[config.mk]
export PLATFORM = sky130hd
export DESIGN_NAME = sshp_host_port
export DESIGN_NICKNAME = d
export VERILOG_FILES = /design/src/verilog/sshp_host_port.v /design/src/verilog/sshp_sync2.v
export VERILOG_INCLUDE_DIRS = /design/src /design/src/verilog
export SDC_FILE = /design/constraint.sdc
export NUM_CORES = 1
export LEC_CHECK = 0
export BUFFER_PORTS_ARGS = -buffer_cell sky130_fd_sc_hd__buf_4
export CAP_MARGIN = 30
export CORE_MARGIN = 2
export CORE_UTILIZATION = 53
export CTS_CLUSTER_DIAMETER = 120
export DETAILED_ROUTE_END_ITERATION = 10
export GPL_ROUTABILITY_DRIVEN = 0
export PLACE_DENSITY = 0.72
export RECOVER_POWER = 50
export SLEW_MARGIN = 25
export SYNTH_ARGS = -nofsm -noshare
export SYNTH_HDL_FRONTEND = slang
export SYNTH_SLANG_ARGS = --single-unit
[constraint.sdc]
create_clock -name CLK -period 2.3 [get_ports CLK]
set_input_delay 0.69 -clock CLK [delete_from_list [all_inputs] [get_ports CLK]]
set_output_delay 0.69 -clock CLK [all_outputs]
set_load 0.01 [all_outputs]
[src/verilog/sshp_map.vh]
// Purpose: Constants for the synchronous serial controller host port.
// Assumes: Included by the host port modules only.
// Notes: Register selects are word indices; bit 0 picks the byte in byte mode.
`ifndef SSHP_MAP_VH
`define SSHP_MAP_VH

// ---------------------------------------------------------------------------
// Register selects (upper two select lines pick the word).
// ---------------------------------------------------------------------------
`define SSHP_SEL_RX_DATA_STATUS 2'h0
`define SSHP_SEL_CTRL_A 2'h1
`define SSHP_SEL_CTRL_B 2'h2
`define SSHP_SEL_TX_DATA_STATUS 2'h3

// ---------------------------------------------------------------------------
// Field positions, reset values and the byte-control minimum length.
// ---------------------------------------------------------------------------
`define SSHP_CTRL_BOP_BIT 15
`define SSHP_CTRL_LEN_LSB 8
`define SSHP_CTRL_LEN_MSB 10
`define SSHP_RX_STAT_OVR_BIT 8
`define SSHP_RESET_WORD 16'h0000
`define SSHP_BCP_MIN_LEN 4'h5

`endif

[src/verilog/sshp_host_port.v]
// Purpose: Processor bus port, loopback and receiver of a sync serial controller.
// Assumes: All pins are asynchronous to CLK; serial clocks are sampled, not clocks.
// Notes: Every input but CLK and RST_N passes two flops, so a bus cycle lands a few clocks after its strobe.
`include "sshp_map.vh"
`default_nettype none

module sshp_host_port (
    input wire CLK,
    input wire RST_N,
    input wire RESET,
    input wire [15:0] HOST_DATA_IN,
    output reg [15:0] HOST_DATA_OUT,
    output wire [15:0] HOST_DATA_OE,
    input wire [2:0] REGISTER_SELECT_LINES,
    input wire BYTE_MODE,
    input wire CHIP_ENABLE,
    input wire READ_WRITE,
    input wire BUS_STROBE,
    input wire LOOPBACK_TEST_MODE,
    input wire RECEIVER_ENABLE_IN,
    input wire SERIAL_IN,
    input wire RECEIVE_CLOCK,
    input wire TRANSMIT_CLOCK,
    output reg SERIAL_OUT,
    output reg TRANSMIT_BUFFER_EMPTY,
    output reg RECEIVE_DATA_AVAILABLE
);

    // ---------------------------------------------------------------------------
    // Synchronisers for every input pin but CLK and RST_N.
    // ---------------------------------------------------------------------------
    wire [28:0] raw_pins; // All asynchronous inputs, grouped.
    wire [28:0] pins; // Their synchronised copies.
    assign raw_pins = {HOST_DATA_IN, REGISTER_SELECT_LINES, BYTE_MODE, CHIP_ENABLE,
                       READ_WRITE, BUS_STROBE, LOOPBACK_TEST_MODE, RECEIVER_ENABLE_IN,
                       SERIAL_IN, RECEIVE_CLOCK, TRANSMIT_CLOCK, RESET};

    sshp_sync2 #(.WIDTH(29)) u_sync (
        .CLK(CLK),
        .RST_N(RST_N),
        .D(raw_pins),
        .Q(pins)
    );

    wire [15:0] s_data = pins[28:13]; // Synchronised bus data.
    wire [2:0] s_sel = pins[12:10]; // Synchronised register select.
    wire s_byte = pins[9]; // High selects single-byte transfers.
    wire s_ce = pins[8]; // Chip enable.
    wire s_rw = pins[7]; // High is a write.
    wire s_strobe = pins[6]; // Bus strobe level.
    wire s_mm = pins[5]; // Loopback test mode.
    wire s_rxe = pins[4]; // Receiver enable.
    wire s_rxd = pins[3]; // External serial data.
    wire s_rxc = pins[2]; // External receive clock.
    wire s_txc = pins[1]; // Transmit clock.
    wire s_reset = pins[0]; // Synchronised device reset, high active.

    // ---------------------------------------------------------------------------
    // Register file.
    // ---------------------------------------------------------------------------
    reg [15:0] rx_reg; // Receive data (low) and status (high).
    reg [15:0] ctrl_a; // Protocol and character length control.
    reg [15:0] ctrl_b; // Spare control word.
    reg [15:0] tx_reg; // Transmit data (low) and control (high).
    reg strobe_q; // Previous strobe level for edge detection.
    reg [15:0] rd_word; // Selected word before byte steering.

    wire [1:0] word_sel = s_sel[2:1]; // Word index.
    wire bus_active = s_ce & s_strobe; // Cycle in progress. gating.
    wire strobe_rise = s_strobe & ~strobe_q & s_ce;
    wire wr_pulse = strobe_rise & s_rw;
    wire rd_pulse = strobe_rise & ~s_rw;
    // In byte mode select bit 0 high picks the high byte, else the low byte.
    wire lo_lane = ~s_byte | ~s_sel[0];
    wire hi_lane = ~s_byte | s_sel[0];

    // Float the bus whenever chip enable or strobe is low; read drives it.
    assign HOST_DATA_OE = (bus_active & ~s_rw) ? 16'hffff : 16'h0000;

    // Pick the addressed word.
    always @* begin
        case (word_sel)
            `SSHP_SEL_RX_DATA_STATUS: rd_word = rx_reg;
            `SSHP_SEL_CTRL_A: rd_word = ctrl_a;
            `SSHP_SEL_CTRL_B: rd_word = ctrl_b;
            `SSHP_SEL_TX_DATA_STATUS: rd_word = tx_reg;
            default: rd_word = `SSHP_RESET_WORD;
        endcase
    end

    // Read data from flops. A byte read drives its own lane and zeros on the other,
    // so that an 8-bit host with wired-OR lanes sees the byte cleanly.
    always @(posedge CLK or negedge RST_N) begin
        if (!RST_N) begin
            HOST_DATA_OUT <= 16'h0000;
        end else if (!s_byte) begin
            HOST_DATA_OUT <= rd_word;
        end else if (s_sel[0]) begin
            HOST_DATA_OUT <= {rd_word[15:8], 8'h00};
        end else begin
            HOST_DATA_OUT <= {8'h00, rd_word[7:0]};
        end
    end

    // ---------------------------------------------------------------------------
    // Loopback and receiver sampling.
    // ---------------------------------------------------------------------------
    reg tx_line; // Internal transmit data line.
    wire rx_data = s_mm ? tx_line : s_rxd;
    wire rx_clk_lvl = s_mm ? s_txc : s_rxc;
    reg rx_clk_q; // Last receive clock level.
    reg txc_q; // Last transmit clock level.
    wire rx_edge = rx_clk_lvl & ~rx_clk_q; // Rising receive edge.
    wire tx_edge = s_txc & ~txc_q; // Rising transmit edge.

    // Character length: 0 encodes 8. Byte-control mode forces at least 5.
    wire [3:0] raw_len = (ctrl_a[`SSHP_CTRL_LEN_MSB:`SSHP_CTRL_LEN_LSB] == 3'h0) ? 4'h8 :
                         {1'b0, ctrl_a[`SSHP_CTRL_LEN_MSB:`SSHP_CTRL_LEN_LSB]};
    wire bit_oriented_protocol = ctrl_a[`SSHP_CTRL_BOP_BIT]; // Bit-oriented mode.
    wire [3:0] char_len = (!bit_oriented_protocol && raw_len < `SSHP_BCP_MIN_LEN) ?
                          `SSHP_BCP_MIN_LEN : raw_len;

    reg [7:0] rx_shift; // Receive assembly shifter.
    reg [3:0] rx_count; // Bits gathered so far.
    reg [3:0] tx_count; // Bits left in the transmit character.
    reg [7:0] tx_shift; // Transmit shifter.
    reg tx_full; // Transmit register holds an unsent character.

    // Main sequential process: bus writes, status and serial engines.
    always @(posedge CLK or negedge RST_N) begin
        if (!RST_N) begin
            strobe_q <= 1'b0;
            rx_reg <= `SSHP_RESET_WORD;
            ctrl_a <= `SSHP_RESET_WORD;
            ctrl_b <= `SSHP_RESET_WORD;
            tx_reg <= `SSHP_RESET_WORD;
            rx_clk_q <= 1'b0;
            txc_q <= 1'b0;
            rx_shift <= 8'h00;
            rx_count <= 4'h0;
            tx_count <= 4'h0;
            tx_shift <= 8'h00;
            tx_full <= 1'b0;
            tx_line <= 1'b1;
            SERIAL_OUT <= 1'b1;
            TRANSMIT_BUFFER_EMPTY <= 1'b0;
            RECEIVE_DATA_AVAILABLE <= 1'b0;
        end else if (s_reset) begin
            // Device reset pin returns the registers and counters to reset values; the clock level trackers keep sampling.
            strobe_q <= 1'b0;
            rx_reg <= `SSHP_RESET_WORD;
            ctrl_a <= `SSHP_RESET_WORD;
            ctrl_b <= `SSHP_RESET_WORD;
            tx_reg <= `SSHP_RESET_WORD;
            rx_shift <= 8'h00;
            rx_count <= 4'h0;
            tx_count <= 4'h0;
            tx_shift <= 8'h00;
            tx_full <= 1'b0;
            tx_line <= 1'b1;
            SERIAL_OUT <= 1'b1;
            TRANSMIT_BUFFER_EMPTY <= 1'b0;
            RECEIVE_DATA_AVAILABLE <= 1'b0;
            rx_clk_q <= rx_clk_lvl;
            txc_q <= s_txc;
        end else begin
            strobe_q <= s_strobe;
            rx_clk_q <= rx_clk_lvl;
            txc_q <= s_txc;
            // Host writes, byte lanes per transfer size.
            if (wr_pulse) begin
                case (word_sel)
                    `SSHP_SEL_CTRL_A: begin
                        if (lo_lane) ctrl_a[7:0] <= s_data[7:0];
                        if (hi_lane) ctrl_a[15:8] <= s_data[15:8];
                    end
                    `SSHP_SEL_CTRL_B: begin
                        if (lo_lane) ctrl_b[7:0] <= s_data[7:0];
                        if (hi_lane) ctrl_b[15:8] <= s_data[15:8];
                    end
                    `SSHP_SEL_TX_DATA_STATUS: begin
                        if (lo_lane) tx_reg[7:0] <= s_data[7:0];
                        if (hi_lane) tx_reg[15:8] <= s_data[15:8];
                    end
                    default: begin
                        // Receive word is read-only; writes are dropped.
                    end
                endcase
            end
            // Transmitter: load shifter from register on a clock edge.
            if (tx_edge) begin
                if (tx_count != 4'h0) begin
                    tx_line <= tx_shift[0];
                    tx_shift <= {1'b1, tx_shift[7:1]};
                    tx_count <= tx_count - 4'h1;
                end else if (tx_full) begin
                    tx_shift <= tx_reg[7:0];
                    tx_count <= char_len;
                    tx_full <= 1'b0;
                end else begin
                    tx_line <= 1'b1;
                end
            end
            // A host load wins over the shifter emptying the register.
            if (wr_pulse && word_sel == `SSHP_SEL_TX_DATA_STATUS) begin
                tx_full <= 1'b1;
                TRANSMIT_BUFFER_EMPTY <= 1'b0;
            end else if (tx_edge && tx_count == 4'h0 && tx_full) begin
                TRANSMIT_BUFFER_EMPTY <= 1'b1;
            end else if (!tx_full && tx_count == 4'h0) begin
                TRANSMIT_BUFFER_EMPTY <= 1'b1;
            end
            SERIAL_OUT <= s_mm ? 1'b1 : tx_line;
            // Receiver: enable low returns all receiver state to start.
            if (!s_rxe) begin
                rx_shift <= 8'h00;
                rx_count <= 4'h0;
                rx_reg <= `SSHP_RESET_WORD;
                RECEIVE_DATA_AVAILABLE <= 1'b0;
            end else begin
                if (rx_edge) begin
                    rx_shift <= {rx_data, rx_shift[7:1]};
                    if (rx_count + 4'h1 >= char_len) begin
                        rx_count <= 4'h0;
                        // Right-justify the assembled character.
                        rx_reg[7:0] <= {rx_data, rx_shift[7:1]} >> (4'h8 - char_len);
                        // Overrun if the previous character was unread.
                        rx_reg[`SSHP_RX_STAT_OVR_BIT] <= RECEIVE_DATA_AVAILABLE;
                    end else begin
                        rx_count <= rx_count + 4'h1;
                    end
                end
                // A new character beats a simultaneous read clear.
                if (rx_edge && rx_count + 4'h1 >= char_len) begin
                    RECEIVE_DATA_AVAILABLE <= 1'b1;
                end else if (rd_pulse && word_sel == `SSHP_SEL_RX_DATA_STATUS && lo_lane) begin
                    RECEIVE_DATA_AVAILABLE <= 1'b0;
                end
            end
        end
    end

endmodule // sshp_host_port
`default_nettype wire

[src/verilog/sshp_sync2.v]
// Purpose: Two flip-flop synchroniser for a level from outside the clock domain.
// Assumes: One clock CLK, asynchronous active-low reset.
// Notes: The first stage is read only by the second stage.
`default_nettype none

module sshp_sync2 #(
    parameter WIDTH = 1
) (
    input wire CLK,
    input wire RST_N,
    input wire [WIDTH-1:0] D,
    output reg [WIDTH-1:0] Q
);

    reg [WIDTH-1:0] meta; // First stage, metastability catcher.

    // Shift the level through two stages.
    always @(posedge CLK or negedge RST_N) begin
        if (!RST_N) begin
            meta <= {WIDTH{1'b0}};
            Q <= {WIDTH{1'b0}};
        end else begin
            meta <= D;
            Q <= meta;
        end
    end

endmodule // sshp_sync2
`default_nettype wire

[Word level (Yosys, flattened, before mapping)]
Index checks and enable logic that the tools add are counted.
Widths: inputs -> output; s select.
Operators by class
  $add $sub $neg: 3
  magnitude comparators: 2
  equal/unequal tests: 9
  shift operators: 1
  mux-type cells: 58
  bitwise gates (word level): 16
  reductions and logical operators: 34
Operator list (number)
  $mux 16: 13
  $mux 8: 9
  $pmux 16 s4: 1
  $mux 4: 10
  $mux 9: 3
  $mux 1: 21
  $reduce_and 3->1: 6
  $reduce_bool 2->1: 7
  $and 1x1->1: 8
  $logic_and 1x1->1: 8
  $reduce_and 2->1: 4
  $reduce_bool 4->1: 2
  $shr 8x4->8: 1
  $mux 7: 1
  $ne 3x1->1 const B: 2
  $ne 3x3->1 const B: 2
  $not 1->1: 6
  $reduce_bool 3->1: 2
  $add 4x1->4 const B: 1
  $eq 2x2->1 const B: 2
  $ge 4x4->1: 1
  $logic_not 4->1: 1
  $lt 4x3->1 const B: 1
  $ne 4x4->1 const B: 1
  other kinds (8): 10
Word-level totals
  flip-flop bits (word level): 170
  input port bits: 31
  word-level logic and storage cells: 146

[Longest topological paths before layout]
Gate-level depths: netlist of the first run.
  depth in word-level cells: 11
  gate-level depth with buffers: 10
  mapped depth without buffers: 9

[Hierarchy]
A second synthesis of the first run with hierarchy kept.
Unflattened totals
  cells, all modules: 513
  area total of the unflattened synthesis: 6662.6 um2
By module, submodules not included
  sshp_host_port: instances 1, cells each 455, area an instance 5211.2 um2, sequential area each 2605.0 um2
  sshp_sync2: instances 1, cells each 58, area an instance 1451.4 um2, sequential area each 1451.4 um2

[Worst setup path after synthesis of the first run]
OpenSTA, ideal clock, no wires.
  kind: register to register
  from: register ctrl_a[9]
  to: register rx_reg[0]
  library setup time: 78 ps
  arrival time: 2168 ps
  data required time: 2222 ps
  slack: 54 ps
  cell stages (with the launch flop): 10
  path buffers: 1
  period minus slack after synthesis: 2246 ps
  path through: dfrtp_1 -> buf_6 -> xnor2_4 -> o21ai_4 -> inv_4 -> ha_1 -> or2_1 -> o221a_2 -> mux4_2 -> o2bb2ai_1
Between the ends
  word-level cells in the longest chain between the ends: 11
  elaborated cells on any way between the ends: 14
  those cells by class: add/sub: 1; order compare: 2; eq/ne: 1; shift: 1; mux: 6; reduce/logical: 3
Ends and longest elaborated chain
  from (decl): RTL line sshp_host_port.v:62  | reg [15:0] ctrl_a;
  from (signal assigned): RTL line sshp_host_port.v:134  | ctrl_a <= `SSHP_RESET_WORD;
  from (signal assigned): RTL line sshp_host_port.v:152  | ctrl_a <= `SSHP_RESET_WORD;
  from (signal assigned): RTL line sshp_host_port.v:175  | if (hi_lane) ctrl_a[15:8] <= s_data[15:8];
  $logic_not 3->1: RTL line sshp_host_port.v:117  | wire [3:0] raw_len = (ctrl_a[`SSHP_CTRL_LEN_MSB:`SSHP_CTRL_LEN_LSB] == 3'h0) ? 4'h8 :
  $mux 4 (*): RTL line sshp_host_port.v:117
  $lt 4x3->1 (no source line)
  $logic_and 1x1->1 (no source line)
  $mux 4 (*): RTL line sshp_host_port.v:120  | wire [3:0] char_len = (!bit_oriented_protocol && raw_len < `SSHP_BCP_MIN_LEN) ?
  $sub 4x4->4: RTL line sshp_host_port.v:226  | rx_reg[7:0] <= {rx_data, rx_shift[7:1]} >> (4'h8 - char_len);
  $shr 8x4->8: RTL line sshp_host_port.v:226
  $mux 9: RTL line sshp_host_port.v:223  | if (rx_count + 4'h1 >= char_len) begin
  $mux 9: RTL line sshp_host_port.v:221  | if (rx_edge) begin
  $mux 9: RTL line sshp_host_port.v:215  | if (!s_rxe) begin
  $mux 16: RTL line sshp_host_port.v:148  | end else if (s_reset) begin
  to (signal assigned): RTL line sshp_host_port.v:151  | rx_reg <= `SSHP_RESET_WORD;
  to (signal assigned): RTL line sshp_host_port.v:218  | rx_reg <= `SSHP_RESET_WORD;
  to (signal assigned): RTL line sshp_host_port.v:226
  to (decl): RTL line sshp_host_port.v:61  | reg [15:0] rx_reg;
Mark *: on every way between the ends. The rest lies on a longest branch, timed or not. The select of a mux whose other input is x is not followed.
A chain may end at the register's enable or synchronous reset.

[Final worst setup path of the first run]
Ends and elaborated chain as after synthesis.

==> impl_metrics.csv, run 1 <==
group,metric,value,unit
cts,cts.reportedPaths.clkPinSlew,70,ps
worst_setup_path,critPathMaxFanout,5,
place,dp.cells,799,
yosys,ys_async_sr_fraction,100,%
finish,multi_input_area,0.00229,sq mm
yosys,syn-instance-count,576,
cts,cts_root_buf,"clkbuf_16",
global_route,antenna_found_initial,0,
global_route,gr-total-overflow,0,
floorplan,core_region_area,0.0121,sq mm
detailed_routing,vias,4598,
cts,htree_num_levels,4,
global_route,grt_max_degree,48,
worst_setup_path,critPathRequiredTime,2650,ps
timing,finalMaxSlewViolations,0,
floorplan,die_h,116,um
yosys,ys_top_cells_by_area,"dfrtp_1, nand2_1, o21ai_0, mux4_2, a21oi_1",
floorplan,row_count,40,
timing,finalSetupViolCount,0,
worst_hold_path,hold_start,"u_sync.meta[19]",
yosys,syn_nets,614,
pwr,ir_worst_vdd,0.632,mV
worst_setup_path,worstSetupPathType,"flop to flop",
yosys,ys_seq_elements,162,
global_route,track_usage,22.4,%
global_route,grt_pass1_vias,4467,
job,drv_cap,0,
finish,drive_above_1_share,25.1,%
worst_setup_path,cp-end-kind,"flop",
worst_setup_path,r2r.worst_path.cells,8,
yosys,syn_area,0.00661,sq mm
floorplan,initial_core_util,54.6,%
cts,cts_tree,"yes",
global_route,grt_pass1_wl,22.8,mm
outcome,outcome,"complete, no violations",
yosys,yosys.area.top_type_share,60.6,%
worst_setup_path,r2r_end,"rx_reg[0]",
yosys,synth.most_common_cell,"dfrtp_1",
detailed_routing,first_iter_violations,359,
yosys,synth_top_area_cell,"dfrtp_1",
pwr,powerDensity,855,mW/mm^2
cts,cts_made_buffers,17,
worst_setup_path,regToRegSetupSlack,70,ps
finish,stdcell_count,834,
finish,top_regs,"u_sync.Q x29, u_sync.meta x29",
detailed_routing,wire_per_inst,16.5,um
detailed_routing,first_pass_iters,5,
detailed_routing,drc,0,
timing,min_period_over_period,97.2,%
detailed_routing,routed_wl,13.8,mm
pwr,p_leak,3.62,nW
worst_hold_path,whs_path_depth,0,
detailed_routing,vias_per_cell,5.51,
pwr,fin_total_pwr,6.84,mW
timing,hold_violations,0,
place,io_buffer_count,65,
finish,fillers,933,
worst_hold_path,hp-class,"flop to flop",
detailed_routing,ant_nets,0,
worst_setup_path,cp-start-kind,"flop",
yosys,synth_cell_types,60,
timing,maxClockFrequency,0.447,GHz
place,hpwl,9.32,mm
cts,clk_latency,420,ps
yosys,avgSynthCellArea,11.5,sq um
timing,slew_headroom,20.3,%
finish,syn_to_final_growth,21.0,%
yosys,synth_common_cells,"dfrtp_1, nand2_1, o21ai_0",
timing,worstMarginPinSlew,1190,ps
cts,ctsHoldBuffers,0,
finish,insertedDiodeCount,0,
finish,nets,691,
timing,rsz0062_at_grt,"true",
yosys,ys.warnings.count,0,
worst_hold_path,hold_end,"u_sync.Q[19]",
worst_setup_path,worstReg2RegStart,"ctrl_a[9]",
timing,period_needed,2230,ps
floorplan,die_w,116,um
finish,register_area,0.00406,sq mm
yosys,synth-edff-count,0,
timing,finalClockSkew,8.05,ps
yosys,ys_seq_area_share,61.4,%
floorplan,ios,66,
cts,cts_max_path_buffers,2,
floorplan,die_area,0.0134,sq mm
cts,numClockSinks,162,
yosys,ys.flop_type,"dfrtp_1",
worst_setup_path,cp.arrival,2590,ps
[metrics by stage]
stage / util (%) / setup WS [ps] / hold WS [ps] / instance area [sq um] / setup TNS, ps
floorplan: - / 53.9 / 331 / 6610 / 0
global placement: 60.5 / 66.7 / 332 / 7320 / 0
detailed placement: 60.7 / -33.2 / 335 / 7350 / -33.2
CTS: 66.1 / 11.1 / 226 / 8000 / 0
global route: 66.0 / -26.4 / 351 / 8000 / -31.4
finish: 66.0 / 65.2 / 342 / 8000 / 0
[layout make-up]
class,count,share of cell area [%]
clock inverters,13,2.46
multi-input cells,359,28.6
flip-flops and latches,162,50.7
well taps,168,2.63
inverters,12,0.594
clock buffers,19,5.54
repair buffers,101,9.42
[report_power, final]
part	switching [mW]	internal, mW	total, mW
clock network	1.15	1.87	3.02
registers	0.0889	3.00	3.09
logic	0.406	0.326	0.732
[cell usage in the layout, fill, tap and decap left out, types with 7 or more instances in the layout]
master / Yosys / layout
o21ai_0: 55 / 55
nor2_1: 35 / 35
inv_1: 11 / 11
a22oi_1: 8 / 8
nand2_1: 92 / 92
a21oi_1: 29 / 28
a311oi_1: 8 / 8
ha_1: 7 / 7
mux4_2: 11 / 11
clkbuf_16: 0 / 17
clkbuf_4: 0 / 31
buf_4: 15 / 68
and2_1: 8 / 8
nand2b_1: 23 / 23
dfrtp_1: 160 / 158
[metal layers]
layer | vias to the layer above | share of wire, % | track usage [%]
li1 | 2125 | - | -
met1 | 2288 | 44 | 30.7
met2 | 162 | 48 | 35.4
met3 | 23 | 6.0 | 6.07
met4 | 0 | 2.0 | 7.38
met5 | - | 0 | 0
[worst max-delay path by stage]
| stage | start | to | slack (ps) | depth (start not counted) |
|---|---|---|---|---|
| 2_1_floorplan | ctrl_a[9] | rx_reg[0] | 50 | 9 |
| 4_1_cts | ctrl_a[9] | rx_reg[0] | 10 | 8 |
| 3_5_place_dp | ctrl_a[9] | rx_reg[0] | -30 | 8 |
| 5_1_grt | ctrl_a[9] | rx_reg[2] | -30 | 9 |
| 6_report | ctrl_a[9] | rx_reg[0] | 70 | 8 |
| 3_3_place_gp | ctrl_a[9] | rx_reg[0] | 70 | 8 |
[repair_timing]
item | in CTS | in global routing
pin swaps | 1 | 1
setup endpoints to repair | 1 | 9
buffers inserted | 2 | 1
resized for setup | 1 | 7
[critical path, cell delays in order, from the launching register on]
cell and delay [ps]:
dfrtp_2 460, xnor2_4 170, o21ai_4 170, inv_4 50, ha_1 230, or2_4 260, o221a_4 270, mux4_2 430
o2bb2ai_2 120
[cells by family after synthesis]
logic type               count (synthesis)  synth area share (%)
AO/OA/AOI/OAI                          137                  13.1
XOR/XNOR                                 5                 0.947
adder cells (fa/ha/maj)                  7                  1.33
buffers and inverters                   55                  4.60
flip-flops                             162                  61.4
multiplexers                            23                  5.68
AND/OR/NAND/NOR                        187                  13.0
(Power assumes the default switching activity.)
==> inputs of run 2 (changes only) <==
--- a/config.mk
+++ b/config.mk
@@ -8,7 +8,6 @@
 export LEC_CHECK = 0
 export BUFFER_PORTS_ARGS = -buffer_cell sky130_fd_sc_hd__buf_4
 export CAP_MARGIN = 30
-export CORE_MARGIN = 2
 export CORE_UTILIZATION = 53
 export CTS_CLUSTER_DIAMETER = 120
 export DETAILED_ROUTE_END_ITERATION = 10
==> impl_metrics.csv, run 2 (synthesis results as in run 1) <==
group,metric,value,unit
cts,cts_root_buf,"clkbuf_16",
cts,clk_latency,420,ps
global_route,antenna_found_initial,0,
detailed_routing,wire_per_inst,16.0,um
finish,register_area,0.00406,sq mm
pwr,ir_worst_vdd,1.02,mV
cts,htree_num_levels,4,
timing,holdWs,345,ps
timing,hold_violations,0,
cts,cts_made_buffers,17,
cts,cts.reportedPaths.clkPinSlew,60,ps
global_route,grt_pass1_vias,4430,
floorplan,row_count,40,
cts,cts_tree,"yes",
pwr,p_switching,1.64,mW
worst_setup_path,critPathMaxStageDelay,450,ps
place,place_area,0.00732,sq mm
pwr,pwr-share-comb,10.4,%
cts,numClockSinks,162,
pwr,powerDensity,862,mW/mm^2
finish,drive_above_1_share,24.9,%
timing,setup_tns,0,ps
timing,worstMarginPinSlew,1220,ps
timing,period_needed,2220,ps
timing,finalMaxSlewViolations,0,
pwr,swShare,23.8,%
worst_setup_path,r2r_end,"rx_reg[0]",
finish,final_cell_mix,"dfrtp_1, nand2_1, buf_4",
pwr,power_frac_seq,44.8,%
finish,insertedDiodeCount,0,
cts,cts_max_path_buffers,2,
detailed_routing,drc,0,
worst_setup_path,worstSetupPathType,"flop to flop",
pwr,clkPwrFrac,44.7,%
timing,min_period_over_period,96.6,%
job,drv_cap,0,
floorplan,die_area,0.0129,sq mm
finish,stdcell_count,831,
finish,syn_to_final_growth,20.9,%
pwr,p_int,5.25,mW
finish,design_area,0.00799,sq mm
floorplan,die_h,114,um
detailed_routing,routed_wl,13.3,mm
worst_setup_path,worstReg2RegStart,"ctrl_a[10]",
global_route,gr-total-overflow,0,
finish,final_common_cell,"dfrtp_1",
timing,slew_headroom,18.4,%
floorplan,initial_core_util,54.8,%
worst_setup_path,regToRegSetupSlack,80,ps
detailed_routing,vias,4526,
worst_hold_path,hold_end,"u_sync.Q[26]",
floorplan,die_w,114,um
worst_hold_path,hp-class,"flop to flop",
worst_setup_path,cp-end-kind,"flop",
detailed_routing,first_pass_iters,5,
finish,top_regs,"u_sync.Q x29, u_sync.meta x29",
worst_setup_path,cp.arrival,2580,ps
timing,maxClockFrequency,0.450,GHz
place,io_buffer_count,65,
global_route,grt_max_degree,50,
finish,nets,688,
outcome,outcome,"complete, no violations",
finish,fillers,906,
place,dp.cells,797,
floorplan,core_region_area,0.0121,sq mm
worst_hold_path,whs_path_depth,0,
finish,multi_input_area,0.00229,sq mm
worst_setup_path,critPathMaxFanout,5,
worst_setup_path,path_cells,"xnor2_4 > o21ai_4 > inv_4 > ha_2 > or2_4 > o221a_4 > mux4_2 > o2bb2ai_2",
timing,rsz0062_at_grt,"false",
pwr,p_leak,3.61,nW
timing,finalSetupViolCount,0,
detailed_routing,first_iter_violations,260,
detailed_routing,ant_nets,0,
timing,finalClockSkew,6.70,ps
global_route,grt_pass1_wl,22.0,mm
detailed_routing,vias_per_cell,5.45,
worst_setup_path,critPathRequiredTime,2660,ps
worst_setup_path,cp_slowest_cell,"dfrtp_2",
worst_setup_path,cp-start-kind,"flop",
place,hpwl,9.09,mm
cts,ctsHoldBuffers,0,
floorplan,ios,66,
global_route,track_usage,22.6,%
worst_setup_path,r2r.worst_path.cells,8,
worst_hold_path,hold_start,"u_sync.meta[26]",
==> run 2: how the worst max path moves through the flow <==
stage	startpoint	endpoint	slack, ps	depth (start not counted)
after floorplan	ctrl_a[9]	rx_reg[0]	50	9
after global placement	ctrl_a[9]	rx_reg[0]	100	8
after detailed placement	ctrl_a[9]	rx_reg[0]	40	8
after CTS	ctrl_a[9]	rx_reg[0]	10	8
after global routing	ctrl_a[10]	rx_reg[0]	7	8
final	ctrl_a[10]	rx_reg[0]	80	8
==> run 2: metal layers <==
layer  GRT usage [%]  share of wire (%)  vias to the layer above
met2            35.2                 48                      156
met4            8.42                1.7                        0
met5               0                  0                        -
li1                -                  -                     2134
met3            6.91                5.3                       26
met1            30.2                 45                     2210
==> run 2: power by group through the flow <==
stage	logic, mW	registers [mW]	clock network [mW]
after detailed placement	0.695	3.14	0
after global routing	0.793	3.10	3.26
final	0.717	3.09	3.08
after global placement	0.674	3.13	0
after CTS	0.701	3.09	3.13
after floorplan	0.428	3.11	0
==> run 2: what timing repair did <==
action | in CTS | in global routing
endpoints found under the setup margin | 0 | 8
buffers inserted | 0 | 2
resized for setup | 0 | 9
==> run 2: cell type report <==
class                           count  share of cell area, %
Inverter                           12                  0.595
Sequential cell                   162                   50.8
Multi-Input combinational cell    359                   28.7
Timing Repair Buffer               98                   9.05
Clock buffer                       20                   5.84
Tap cell                          168                   2.63
Clock inverter                     12                   2.40
==> run 2: critical path, delay by kind of cell (launching register included) <==
kind / cells / cell delay, ps
AO/OA/AOI/OAI: 3 / 610
flip-flops: 1 / 450
multiplexers: 1 / 440
AND/OR/NAND/NOR: 1 / 240
adder cells (fa/ha/maj): 1 / 200
XOR/XNOR: 1 / 180
buffers and inverters: 1 / 40
==> run 2: per-stage QoR <==
| stage | worst slack [ps] | total power [mW] | utilization [%] |
|---|---|---|---|
| floorplan | 53.9 | 3.54 | - |
| global placement | 102 | 3.80 | 60.6 |
| detailed placement | 36.8 | 3.83 | 60.7 |
| CTS | 13.8 | 6.92 | 66.1 |
| global route | 6.87 | 7.15 | 66.3 |
| finish | 78.1 | 6.89 | 66.3 |
